**config.mk**
```make
export PLATFORM = sky130hd
export DESIGN_NAME = p1cfg_top
export DESIGN_NICKNAME = d
export VERILOG_FILES = /design/src/shared/p1cfg_pkg.sv /design/src/design/p1cfg_top.sv /design/src/design/p1cfg_decode.sv /design/src/design/p1cfg_pin_store.sv
export VERILOG_INCLUDE_DIRS = /design/src /design/src/shared
export SDC_FILE = /design/constraint.sdc
export NUM_CORES = 1
export LEC_CHECK = 0
export BUFFER_PORTS_ARGS = -buffer_cell sky130_fd_sc_hd__buf_2
export CORE_MARGIN = 2
export CORE_UTILIZATION = 25
export CTS_BUF_LIST = sky130_fd_sc_hd__clkbuf_16
export DETAILED_ROUTE_END_ITERATION = 16
export PLACE_DENSITY = 0.52
export SYNTH_ARGS = -nofsm -noshare
export SYNTH_HDL_FRONTEND = slang
export SYNTH_HIERARCHICAL = 1
export SYNTH_SLANG_ARGS = --single-unit
export TNS_END_PERCENT = 10
```
**constraint.sdc**
```tcl
create_clock -name clk_sys -period 1.6 [get_ports clk_sys]
set_input_delay 0.4 -clock clk_sys [delete_from_list [all_inputs] [get_ports clk_sys]]
set_output_delay 0.4 -clock clk_sys [all_outputs]
set_load 0.005 [all_outputs]
```
**src/shared/p1cfg_defs.svh**
```systemverilog
// constants for the port 1 pin configuration access block
// What this block does
// - Plain write applies mode field to the pin named by its index.
// - Output mode 000 is normal drive, 011 high drive, rest illegal.
// - Input mode uses low two bits: none, pull-down, pull-up, off.
// - Read returns held mode of saved pin in saved direction.
// - Direction bit 4: zero means output side, one means input side.
// - Pointer-load write only saves index and direction, no pin change.
// - Pointer-load write ignores the mode field completely.
// - Plain write updates addressed pin mode in the selected direction.
// - Pointer-load write keeps the index; later reads report that pin.
// - Index 000 to 111 selects port 1 pins 0 to 7 in order.
`ifndef P1CFG_DEFS_SVH
`define P1CFG_DEFS_SVH

`define P1CFG_ADDR      8'h9f
`define P1CFG_RESET     8'h00
`define P1CFG_MODE_HI   7
`define P1CFG_MODE_LO   5
`define P1CFG_IMODE_HI  6
`define P1CFG_DIR_BIT   4
`define P1CFG_PTR_BIT   3
`define P1CFG_IDX_HI    2
`define P1CFG_IDX_LO    0
`define P1CFG_NPINS     8
`define P1CFG_DIR_OUT   1'b0
`define P1CFG_DIR_IN    1'b1
`define P1CFG_OUT_NORM  3'h0
`define P1CFG_OUT_HIGH  3'h3
`define P1CFG_OMODE_RST 3'h0
`define P1CFG_IMODE_RST 2'h0
`define P1CFG_IDX_RST   3'h0
`define P1CFG_LOW_ZERO  5'h00
`define P1CFG_PAD_BIT   1'b0
`define P1CFG_INBUF_RST 1'b1

`endif

```
**src/shared/p1cfg_pkg.sv**
```systemverilog
// types shared by the port 1 pin configuration access block
package p1cfg_pkg;

    typedef logic [2:0] p1cfg_idx_t;
    typedef logic [2:0] p1cfg_omode_t;
    typedef logic [7:0] p1cfg_byte_t;

    typedef enum logic [1:0] {
        P1CFG_IM_NOPULL = 2'b00,
        P1CFG_IM_PULLDN = 2'b01,
        P1CFG_IM_PULLUP = 2'b10,
        P1CFG_IM_OFF    = 2'b11
    } p1cfg_imode_e;

endpackage

```
**src/design/p1cfg_top.sv**
```systemverilog
// indirect configuration register for the eight pins of port 1
//
// Decided for this implementation: strobed register access.
`timescale 1ns/10ps
`include "p1cfg_defs.svh"
module p1cfg_top
    import p1cfg_pkg::*;
(
    input  wire logic         clk_sys,       // processor clock, 40 MHz
    input  wire logic         rst_n,         // async reset, low
    input  wire p1cfg_byte_t  busAddr,       // register address
    input  wire p1cfg_byte_t  busWdata,      // write data
    input  wire logic         busWr,         // write strobe
    input  wire logic         busRd,         // read strobe
    output p1cfg_byte_t       busRdata_r,    // read data, next cycle
    output logic [7:0]        pinHighDrv,    // high drive per pin
    output logic [7:0]        pinPullUp,     // pull-up per pin
    output logic [7:0]        pinPullDn,     // pull-down per pin
    output logic [7:0]        pinInBufEn,    // input buffer per pin
    output logic [7:0]        pinOutIllegal, // illegal output mode
    output p1cfg_idx_t        readIdx_r,     // saved read index
    output logic              readDirIn_r    // saved read direction
);

    ////////////////////////////////////////////////////////////////////
    // address decode

    function automatic logic addrHit(input p1cfg_byte_t a);
        return a == `P1CFG_ADDR;
    endfunction

    logic          hitWr;
    logic          hitRd;
    logic          outWr;
    logic          inWr;
    logic          ptrWr;
    p1cfg_idx_t    wrIdx;
    logic          wrDirIn;
    p1cfg_omode_t  wrMode;

    assign hitWr = busWr && addrHit(busAddr);
    assign hitRd = busRd && addrHit(busAddr);

    p1cfg_decode u_decode
    (
        .hitWr   (hitWr),
        .wrData  (busWdata),
        .outWr   (outWr),
        .inWr    (inWr),
        .ptrWr   (ptrWr),
        .wrIdx   (wrIdx),
        .wrDirIn (wrDirIn),
        .wrMode  (wrMode)
    );

    ////////////////////////////////////////////////////////////////////
    // per-pin function storage

    p1cfg_omode_t  outMode [`P1CFG_NPINS];
    logic [1:0]    inMode  [`P1CFG_NPINS];
    logic [23:0]   allOut;
    logic [15:0]   allIn;

    genvar gi;
    generate
        for (gi = 0; gi < `P1CFG_NPINS; gi++)
        begin : g_pin
            logic selPin;

            assign selPin = (wrIdx == p1cfg_idx_t'(gi));

            p1cfg_pin_store u_pin
            (
                .clk_sys      (clk_sys),
                .rst_n        (rst_n),
                .outWr        (outWr && selPin),
                .inWr         (inWr && selPin),
                .modeIn       (wrMode),
                .outMode_r    (outMode[gi]),
                .inMode_r     (inMode[gi]),
                .highDrv_r    (pinHighDrv[gi]),
                .pullUp_r     (pinPullUp[gi]),
                .pullDn_r     (pinPullDn[gi]),
                .inBufEn_r    (pinInBufEn[gi]),
                .outIllegal_r (pinOutIllegal[gi])
            );

            assign allOut[gi*3 +: 3] = outMode[gi];
            assign allIn[gi*2 +: 2]  = inMode[gi];
        end
    endgenerate

    ////////////////////////////////////////////////////////////////////
    // read pointer

    p1cfg_idx_t  readIdx_nxt;
    logic        readDirIn_nxt;

    always_comb
    begin
        readIdx_nxt   = readIdx_r;
        readDirIn_nxt = readDirIn_r;
        if (ptrWr)
        begin
            readIdx_nxt   = wrIdx;
            readDirIn_nxt = wrDirIn;
        end
    end

    always_ff @(posedge clk_sys or negedge rst_n)
    begin
        if (!rst_n)
        begin
            readIdx_r   <= `P1CFG_IDX_RST;
            readDirIn_r <= `P1CFG_DIR_OUT;
        end
        else
        begin
            readIdx_r   <= readIdx_nxt;
            readDirIn_r <= readDirIn_nxt;
        end
    end

    ////////////////////////////////////////////////////////////////////
    // read data

    p1cfg_omode_t  selMode;
    p1cfg_byte_t   busRdata_nxt;

    always_comb
    begin
        if (readDirIn_r == `P1CFG_DIR_IN)
            selMode = {1'b0, inMode[readIdx_r]};
        else
            selMode = outMode[readIdx_r];
        busRdata_nxt = `P1CFG_RESET;
        if (hitRd)
            busRdata_nxt = {selMode, `P1CFG_LOW_ZERO};
    end

    always_ff @(posedge clk_sys or negedge rst_n)
    begin
        if (!rst_n)
            busRdata_r <= `P1CFG_RESET;
        else
            busRdata_r <= busRdata_nxt;
    end

    ////////////////////////////////////////////////////////////////////
    // checks

    out_write_a: assert property (
        @(posedge clk_sys) disable iff (!rst_n)
        busWr && busAddr == `P1CFG_ADDR
        && !busWdata[`P1CFG_PTR_BIT] && !busWdata[`P1CFG_DIR_BIT]
        |=> outMode[$past(busWdata[2:0])] == $past(busWdata[7:5]))
        else $error("output mode write not applied to addressed pin");

    in_write_a: assert property (
        @(posedge clk_sys) disable iff (!rst_n)
        busWr && busAddr == `P1CFG_ADDR
        && !busWdata[`P1CFG_PTR_BIT] && busWdata[`P1CFG_DIR_BIT]
        |=> inMode[$past(busWdata[2:0])] == $past(busWdata[6:5]))
        else $error("input mode write not applied to addressed pin");

    dir_out_a: assert property (
        @(posedge clk_sys) disable iff (!rst_n)
        outWr |=> $stable(allIn))
        else $error("output write changed an input mode");

    dir_in_a: assert property (
        @(posedge clk_sys) disable iff (!rst_n)
        inWr |=> $stable(allOut))
        else $error("input write changed an output mode");

    ptr_keep_a: assert property (
        @(posedge clk_sys) disable iff (!rst_n)
        busWr && busAddr == `P1CFG_ADDR && busWdata[`P1CFG_PTR_BIT]
        |=> $stable(allOut) && $stable(allIn))
        else $error("pointer load changed a pin function");

    ptr_load_a: assert property (
        @(posedge clk_sys) disable iff (!rst_n)
        busWr && busAddr == `P1CFG_ADDR && busWdata[`P1CFG_PTR_BIT]
        |=> readIdx_r == $past(busWdata[2:0])
        && readDirIn_r == $past(busWdata[`P1CFG_DIR_BIT]))
        else $error("pointer load did not save index and direction");

    ptr_ignore_a: assert property (
        @(posedge clk_sys) disable iff (!rst_n)
        ptrWr |-> !outWr && !inWr)
        else $error("pointer load also issued a mode update");

    read_data_a: assert property (
        @(posedge clk_sys) disable iff (!rst_n)
        busRd && busAddr == `P1CFG_ADDR
        |=> busRdata_r[7:5] == ($past(readDirIn_r)
            ? {1'b0, $past(inMode[readIdx_r])}
            : $past(outMode[readIdx_r])))
        else $error("read data is not the selected pin function");

    low_zero_a: assert property (
        @(posedge clk_sys) disable iff (!rst_n)
        busRdata_r[4:0] == `P1CFG_LOW_ZERO)
        else $error("read data low bits not zero");

    read_idle_a: assert property (
        @(posedge clk_sys) disable iff (!rst_n)
        !(busRd && busAddr == `P1CFG_ADDR) |=> busRdata_r == `P1CFG_RESET)
        else $error("read data present without a read");

    out_only_a: assert property (
        @(posedge clk_sys) disable iff (!rst_n)
        outWr |=> (($past(allOut) ^ allOut)
            & ~(24'h000007 << (3 * $past(wrIdx)))) == 24'h000000)
        else $error("output write changed another pin");

    in_only_a: assert property (
        @(posedge clk_sys) disable iff (!rst_n)
        inWr |=> (($past(allIn) ^ allIn)
            & ~(16'h0003 << (2 * $past(wrIdx)))) == 16'h0000)
        else $error("input write changed another pin");

    ptr_hold_a: assert property (
        @(posedge clk_sys) disable iff (!rst_n)
        !ptrWr |=> $stable(readIdx_r) && $stable(readDirIn_r))
        else $error("read pointer moved without a pointer load");

    ptr_pads_a: assert property (
        @(posedge clk_sys) disable iff (!rst_n)
        ptrWr |=> $stable(pinHighDrv) && $stable(pinPullUp)
        && $stable(pinPullDn) && $stable(pinInBufEn)
        && $stable(pinOutIllegal))
        else $error("pointer load changed a pad control");

    other_addr_a: assert property (
        @(posedge clk_sys) disable iff (!rst_n)
        busWr && !addrHit(busAddr)
        |=> $stable(allOut) && $stable(allIn)
        && $stable(readIdx_r) && $stable(readDirIn_r))
        else $error("write to another address changed state");

    modes_hold_a: assert property (
        @(posedge clk_sys) disable iff (!rst_n)
        !outWr && !inWr |=> $stable(allOut) && $stable(allIn))
        else $error("pin function changed without a mode write");

    in_read_a: assert property (
        @(posedge clk_sys) disable iff (!rst_n)
        hitRd && readDirIn_r == `P1CFG_DIR_IN
        |=> busRdata_r[`P1CFG_MODE_HI] == 1'b0)
        else $error("input mode read with top bit set");

    out_drive_a: assert property (
        @(posedge clk_sys) disable iff (!rst_n)
        outWr |=> pinHighDrv[$past(wrIdx)]
        == ($past(wrMode) == `P1CFG_OUT_HIGH))
        else $error("high drive not set by output write");

    buf_off_a: assert property (
        @(posedge clk_sys) disable iff (!rst_n)
        inWr && wrMode[1:0] == P1CFG_IM_OFF
        |=> !pinInBufEn[$past(wrIdx)])
        else $error("input buffer still on after off mode");

    pull_excl_a: assert property (
        @(posedge clk_sys) disable iff (!rst_n)
        (pinPullUp & pinPullDn) == 8'h00)
        else $error("pull-up and pull-down on together");

    drive_excl_a: assert property (
        @(posedge clk_sys) disable iff (!rst_n)
        (pinHighDrv & pinOutIllegal) == 8'h00)
        else $error("high drive on an illegal output mode");

    pull_buf_a: assert property (
        @(posedge clk_sys) disable iff (!rst_n)
        ((pinPullUp | pinPullDn) & ~pinInBufEn) == 8'h00)
        else $error("pull resistor on with input buffer off");

    other_read_a: assert property (
        @(posedge clk_sys) disable iff (!rst_n)
        busRd && !addrHit(busAddr) |=> busRdata_r == `P1CFG_RESET)
        else $error("read of another address returned data");

endmodule // p1cfg_top

```
**src/design/p1cfg_decode.sv**
```systemverilog
// splits a register write into mode update or pointer load
`timescale 1ns/10ps
`include "p1cfg_defs.svh"
module p1cfg_decode
    import p1cfg_pkg::*;
(
    input  wire logic         hitWr,    // write strobe at our address
    input  wire p1cfg_byte_t  wrData,   // written byte
    output logic              outWr,    // update output mode
    output logic              inWr,     // update input mode
    output logic              ptrWr,    // load read pointer
    output p1cfg_idx_t        wrIdx,    // addressed pin
    output logic              wrDirIn,  // direction bit
    output p1cfg_omode_t      wrMode    // mode field
);

    function automatic logic isPtrLoad(input p1cfg_byte_t d);
        return d[`P1CFG_PTR_BIT];
    endfunction

    always_comb
    begin
        wrIdx   = wrData[`P1CFG_IDX_HI:`P1CFG_IDX_LO];
        wrDirIn = wrData[`P1CFG_DIR_BIT];
        wrMode  = wrData[`P1CFG_MODE_HI:`P1CFG_MODE_LO];
        ptrWr   = hitWr && isPtrLoad(wrData);
        outWr   = hitWr && !isPtrLoad(wrData)
                  && (wrDirIn == `P1CFG_DIR_OUT);
        inWr    = hitWr && !isPtrLoad(wrData)
                  && (wrDirIn == `P1CFG_DIR_IN);
    end

endmodule // p1cfg_decode

```
**src/design/p1cfg_pin_store.sv**
```systemverilog
// held input and output function of one pin with pad controls
`timescale 1ns/10ps
`include "p1cfg_defs.svh"
module p1cfg_pin_store
    import p1cfg_pkg::*;
(
    input  wire logic          clk_sys,     // processor clock
    input  wire logic          rst_n,       // async reset, low
    input  wire logic          outWr,       // write output mode
    input  wire logic          inWr,        // write input mode
    input  wire p1cfg_omode_t  modeIn,      // new mode value
    output p1cfg_omode_t       outMode_r,   // held output mode
    output logic [1:0]         inMode_r,    // held input mode
    output logic               highDrv_r,   // high drive strength
    output logic               pullUp_r,    // pull-up on
    output logic               pullDn_r,    // pull-down on
    output logic               inBufEn_r,   // input buffer on
    output logic               outIllegal_r // illegal output mode
);

    p1cfg_omode_t  outMode_nxt;
    logic [1:0]    inMode_nxt;
    logic          highDrv_nxt;
    logic          pullUp_nxt;
    logic          pullDn_nxt;
    logic          inBufEn_nxt;
    logic          outIllegal_nxt;

    always_comb
    begin
        outMode_nxt    = outWr ? modeIn : outMode_r;
        // only low two bits for input
        inMode_nxt     = inWr ? modeIn[1:0] : inMode_r;
        highDrv_nxt    = (outMode_nxt == `P1CFG_OUT_HIGH);
        outIllegal_nxt = (outMode_nxt != `P1CFG_OUT_HIGH)
                         && (outMode_nxt != `P1CFG_OUT_NORM);
        pullUp_nxt     = (inMode_nxt == P1CFG_IM_PULLUP);
        pullDn_nxt     = (inMode_nxt == P1CFG_IM_PULLDN);
        inBufEn_nxt    = (inMode_nxt != P1CFG_IM_OFF);
    end

    always_ff @(posedge clk_sys or negedge rst_n)
    begin
        if (!rst_n)
        begin
            outMode_r    <= `P1CFG_OMODE_RST;
            inMode_r     <= `P1CFG_IMODE_RST;
            highDrv_r    <= `P1CFG_PAD_BIT;
            pullUp_r     <= `P1CFG_PAD_BIT;
            pullDn_r     <= `P1CFG_PAD_BIT;
            inBufEn_r    <= `P1CFG_INBUF_RST;
            outIllegal_r <= `P1CFG_PAD_BIT;
        end
        else
        begin
            outMode_r    <= outMode_nxt;
            inMode_r     <= inMode_nxt;
            highDrv_r    <= highDrv_nxt;
            outIllegal_r <= outIllegal_nxt;
            pullUp_r     <= pullUp_nxt;
            pullDn_r     <= pullDn_nxt;
            inBufEn_r    <= inBufEn_nxt;
        end
    end

    high_drive_a: assert property (
        @(posedge clk_sys) disable iff (!rst_n)
        highDrv_r == (outMode_r == `P1CFG_OUT_HIGH)
        && outIllegal_r == (outMode_r != `P1CFG_OUT_HIGH
                            && outMode_r != `P1CFG_OUT_NORM))
        else $error("drive strength does not follow output mode");

    input_pull_a: assert property (
        @(posedge clk_sys) disable iff (!rst_n)
        inWr |=> inBufEn_r == ($past(modeIn[1:0]) != P1CFG_IM_OFF)
        && pullUp_r == ($past(modeIn[1:0]) == P1CFG_IM_PULLUP)
        && pullDn_r == ($past(modeIn[1:0]) == P1CFG_IM_PULLDN))
        else $error("pull or buffer control wrong after input write");

endmodule // p1cfg_pin_store

```
# Word level (Yosys, flattened, before mapping)
# Cells that the tools add are included.
[classes]
magnitude_cmp = 1
eq_ne = 48
muxes = 24
bitwise = 2
reduce_logical = 40
[op_table]
columns = ["operator", "count"]
rows = [
  ["$mux W3", 11],
  ["$eq A3 B2 Y1 const B", 10],
  ["$logic_and A1 B1 Y1", 30],
  ["$ne A3 B2 Y1 const B", 8],
  ["$reduce_bool A3 Y1", 8],
  ["$mux W2", 10],
  ["$eq A2 B1 Y1 const B", 8],
  ["$eq A2 B2 Y1 const B", 8],
  ["$ne A2 B2 Y1 const B", 8],
  ["$eq A3 B3 Y1 const B", 4],
  ["$bmux W3 S3", 1],
  ["$eq A8 B8 Y1 const B", 1],
  ["$mux W8", 1],
  ["$bmux W2 S3", 1],
  ["$ge A4 B4 Y1 const B", 1],
  ["$not A3 Y4", 1],
  ["$eq A3 B1 Y1 const B", 1],
  ["$logic_not A3 Y1", 1],
  ["$logic_not A1 Y1", 1],
  ["$not A1 Y1", 1],
]
[word_totals]
ff_bits = 92
in_bits = 20
out_inout_bits = 52
elab_cells = 174

# Depth between registers and ports, before layout
[logic_depth]
depth_word = 8
mapped_depth = 8
ltp_nobuf = 8

# Modules after synthesis
# Netlist, hierarchy kept.
[by_module_without_submodules]
columns = ["module", "instances", "cells_per_inst", "area_each_um2", "seq_area_each_um2"]
rows = [
  ["p1cfg_pin_store", 8, 23, 360.3, 251.5],
  ["p1cfg_top", 1, 64, 710.7, 175.2],
  ["p1cfg_decode", 1, 10, 81.3, 0.0],
]

# Worst setup path after synthesis
# OpenSTA, ideal clock, no wires.
[synth_timing]
kind = "in2reg"
from = "input port busAddr[6]"
to = "register g_pin[0].u_pin.outIllegal_r"
setup_time_ns = 0.121
arrival_time_ns = 2.089
required_ns = 1.479
path_slack_ns = -0.610
stages = 8
path_buffers = 0
cell_sequence = "nand4bb_1 > nor3_1 > nor3b_2 > nand2b_1 > nor3_1 > mux2i_2 > xnor2_1 > nand2b_1"
[synth_between]
elab_chain_len = 8
elab_cells_between_ends = 9
cone_classes = "2 x eq/ne; 1 x mux; 6 x reduce/logical"
[synth_lines]
columns = ["item", "line", "rtl"]
rows = [
  ["start, declared", "p1cfg_top.sv:11", "input wire p1cfg_byte_t busAddr,"],
  ["$eq A8 B8 Y1 (no line) *", "-", ""],
  ["$logic_and A1 B1 Y1 *", "p1cfg_top.sv:41", "assign hitWr = busWr && addrHit(busAddr);"],
  ["net hitWr", "p1cfg_top.sv:32", "logic hitWr;"],
  ["$logic_and A1 B1 Y1 * (2 in series)", "p1cfg_decode.sv:27", "outWr = hitWr && !isPtrLoad(wrData)"],
  ["net outWr", "p1cfg_top.sv:34", "logic outWr;"],
  ["$logic_and A1 B1 Y1 *", "p1cfg_top.sv:76", ".outWr (outWr && selPin),"],
  ["$mux W3 *", "p1cfg_pin_store.sv:31", "outMode_nxt = outWr ? modeIn : outMode_r;"],
  ["$ne A3 B2 Y1 (no line) or $reduce_bool A3 Y1 (tied branches)", "-", ""],
  ["$logic_and A1 B1 Y1 *", "p1cfg_pin_store.sv:35", "outIllegal_nxt = (outMode_nxt != `P1CFG_OUT_HIGH)"],
  ["net g_pin[0].u_pin.outIllegal_nxt", "p1cfg_pin_store.sv:27", "logic outIllegal_nxt;"],
  ["end signal, assigned", "p1cfg_pin_store.sv:52", "outIllegal_r <= `P1CFG_PAD_BIT;"],
  ["end signal, assigned", "p1cfg_pin_store.sv:59", "outIllegal_r <= outIllegal_nxt;"],
  ["end, declared", "p1cfg_pin_store.sv:18", "output logic outIllegal_r"],
]
# The timed path passes the listed nets; every way through them passes the cells marked *.
# A chain may end at the register's enable or synchronous reset.

# Final worst setup path
[layout_timing]
from = "input port busAddr[5]"
to = "register g_pin[7].u_pin.outIllegal_r"
[layout_between]
elab_chain_len = 8
elab_cells_between_ends = 9
cone_classes = "2 x eq/ne; 1 x mux; 6 x reduce/logical"
[layout_lines]
columns = ["item", "line"]
rows = [
  ["$eq A8 B8 Y1 (no line) *", "-"],
  ["$logic_and A1 B1 Y1 *", "p1cfg_top.sv:41"],
  ["net hitWr", "p1cfg_top.sv:32"],
  ["$logic_and A1 B1 Y1 * (2 in series)", "p1cfg_decode.sv:27"],
  ["net outWr", "p1cfg_top.sv:34"],
  ["$logic_and A1 B1 Y1 *", "p1cfg_top.sv:76"],
  ["$mux W3 *", "p1cfg_pin_store.sv:31"],
  ["$ne A3 B2 Y1 (no line) or $reduce_bool A3 Y1 (tied branches)", "-"],
  ["$logic_and A1 B1 Y1 *", "p1cfg_pin_store.sv:35"],
  ["net g_pin[7].u_pin.outIllegal_nxt", "p1cfg_pin_store.sv:27"],
  ["end signal, assigned", "p1cfg_pin_store.sv:52"],
  ["end signal, assigned", "p1cfg_pin_store.sv:59"],
  ["end, declared", "p1cfg_pin_store.sv:18"],
]
# Marked as above.

==> flow_summary.yaml <==
final_layout:
  layout_commonest_cell: "dfrtp_1"
  antenna_cells: 0
  regArea_um2: 2190
  fillers: 1421
  multi_input_area_um2: 1530
  final_cell_area_um2: 5050
  finalNonFillerCells: 556
  nNetsFinal: 387
  finish.utilization: 0.350
  area_delta_synth_final_pct: 37.4
  layout-drive-gt1-share: 0.602
  mostFrequentLayoutCells: "79 x dfrtp_1, 64 x buf_2, 37 x buf_4, 17 x mux2_2, 16 x nor2b_1"
cts:
  htreeDepth: 3
  path_clk_slew_ps: 60
  cts_tree: "built"
  numCtsBuffers: 9
  clk_path_buf_depth: 2
  clkLatencyLatePin_ps: 350
  cts.sinks: 87
  ctsRootBufferMaster: "clkbuf_16"
drt:
  drt.antenna.violating_nets: 0
  routed_wl_um: 8520
  vias: 2359
  via_per_inst: 4.24
  post_drt_wl_per_cell_um: 15.3
  drt_iter0_markers: 65
  drc: 0
  dr.pass1.iters: 4
pwr:
  intPower_mw: 3.80
  p_clk_frac: 0.495
  leakagePower_nw: 2.54
  p_per_area_nw_per_um2: 946
  vdd_drop_max_mv: 0.497
  p_sw_frac: 0.205
  p_sw_mw: 0.979
  seqPwrFrac: 0.464
  power_frac_comb: 0.041
  power_mw: 4.77
setup_path:
  critPathKind: "in -> reg"
  crit_fanout: 4
  required_ps: 1820
  critPathLaunchType: "primary input"
  cp_data_arrival_time_ps: 2230
  end_kind: "flip-flop"
global_routing:
  grt_overflow: 0
  grt_max_degree: 33
  grt_pass1_wl_um: 13700
  antenna_found_initial: 0
  track_usage: 0.115
  first_global_vias: 2612
placement:
  hpwl_um: 6370
  detailedPlace.worstSlack_ps: -883
  place_inst: 536
  finalWeightedCongestion: 0.789
  numPortBuffers: 66
  placed_cell_area_um2: 4520
flow_run:
  cap_violations: 0
floorplan:
  io_pins: 72
  dieHeight_um: 125
  start_util: 0.255
  die_area_um2: 15700
  die_width_um: 125
  core_area_um2: 14400
  num_rows: 44
min_path:
  hold_path_class: "in -> reg"
synthesis:
  yosysSeqAreaShare: 0.595
  ys_ff_latch: 87
  ys_types: 24
  yosysWarnings: 6
  syn_inst: 258
  synth_area_per_cell_um2: 14.2
  synth_area_um2: 3670
timing:
  finalSetupViolCount: 82
  setup_slack_ps: -406
  final_hold_viol_count: 0
  skew_ps: 7.05
  holdWs_ps: 385
  finalCritPeriodShare: 1.25
  period_needed_ps: 2010
  fin_tns_setup_ps: -19270
  maxSlewViolCount: 0
  fmax_mhz: 498
  grt_setup_unrepaired: "true"
status:
  status: "finished with violations"
  failed_checks: "setup timing"
==> final timing paths <==
path                                       startpoint                     endpoint  slack [ps]  depth (start not counted)
setup / recovery                           busAddr[5]  g_pin[7].u_pin/outIllegal_r        -410                          9
hold / removal                            busWdata[4]                  readDirIn_r         390                          2
setup reg to reg                         readIdx_r[2]                busRdata_r[5]        -240                          4
hold reg to reg            g_pin[0].u_pin/inMode_r[1]   g_pin[0].u_pin/inMode_r[1]         550                          1
max in group asynchronous                       rst_n     g_pin[7].u_pin/inBufEn_r         610                          3
min in group asynchronous                       rst_n      g_pin[6].u_pin/pullDn_r         440                          2
==> cells by family (layout without fill, tap and decap cells) <==
| family | after synthesis | in the layout | share of synthesized area |
|---|---|---|---|
| mux | 57 | 57 | 0.230 |
| flops | 87 | 87 | 0.595 |
| other cells | 1 | 5 | 0.00102 |
| buf+inv | 32 | 142 | 0.0463 |
| xor+xnor | 8 | 8 | 0.0191 |
| simple gates | 73 | 73 | 0.108 |
==> layout make-up <==
class / instances / area share
clock inverter: 7 / 0.0221
timing repair buffer: 108 / 0.139
tap: 184 / 0.0456
multi-input combinational: 143 / 0.302
sequential: 87 / 0.433
clock buffer: 9 / 0.0446
inverter: 18 / 0.0134
==> worst max-delay path: stages <==
cell	delay, ps
buf_6	90
nand4bb_4	230
nor3_4	270
nor3b_4	350
nand2_4	140
nor2_4	170
mux2i_2	320
xnor2_1	170
nand2b_1	80
==> synthesized netlist by cell type <==
master	n	area [um^2]
dfrtp_1	79	1980
nand4_1	1	6.26
nor3_1	14	70.1
nand2_1	11	41.3
mux2_4	8	120
and2_1	2	12.5
buf_4	13	97.6
nand4bb_1	1	11.3
nor3b_1	1	7.51
conb_1	1	3.75
nor2_1	12	45.0
mux2i_1	1	10.0
dfstp_2	8	210
xnor2_1	8	70.1
and2_2	1	7.51
and3b_1	1	8.76
nand2b_1	12	75.1
mux2_2	20	225
mux2i_2	16	220
nor3b_2	1	12.5
inv_1	18	67.6
buf_2	1	5.00
nor2b_1	16	100
mux4_2	12	270
==> layer usage <==
metal  wire length, um  track usage
met3               376       0.0334
met1              3720        0.143
met4               171       0.0510
met2              4250        0.187
met5                 0            0
==> power groups by stage <==
stage,clock (mW),combinational [mW],sequential [mW]
floorplan,0,0.0766,2.25
global placement,0,0.179,2.26
detailed placement,0,0.181,2.26
CTS,2.42,0.197,2.22
global route,2.54,0.215,2.22
finish,2.36,0.195,2.22
==> registers in the layout, indices dropped and copies added, names as in the netlist <==
| signal | flops |
|---|---|
| readDirIn_r | 1 |
| busRdata_r | 3 |
| g_pin.u_pin/outIllegal_r | 8 |
| g_pin.u_pin/pullDn_r | 8 |
| g_pin.u_pin/highDrv_r | 8 |
| g_pin.u_pin/inMode_r | 16 |
| g_pin.u_pin/inBufEn_r | 8 |
| readIdx_r | 3 |
| g_pin.u_pin/outMode_r | 24 |
| g_pin.u_pin/pullUp_r | 8 |
==> what timing repair did <==
| item | 4_1_cts | 5_1_grt |
|---|---|---|
| gates resized for setup | 30 | 15 |
| endpoints found under the hold margin | 6 | 0 |
| pin swaps | 16 | 9 |
| hold buffers | 1 | 0 |
| setup buffers | 3 | 0 |
| endpoints found under the setup margin | 84 | 84 |
Power figures use the tool's default switching activity.
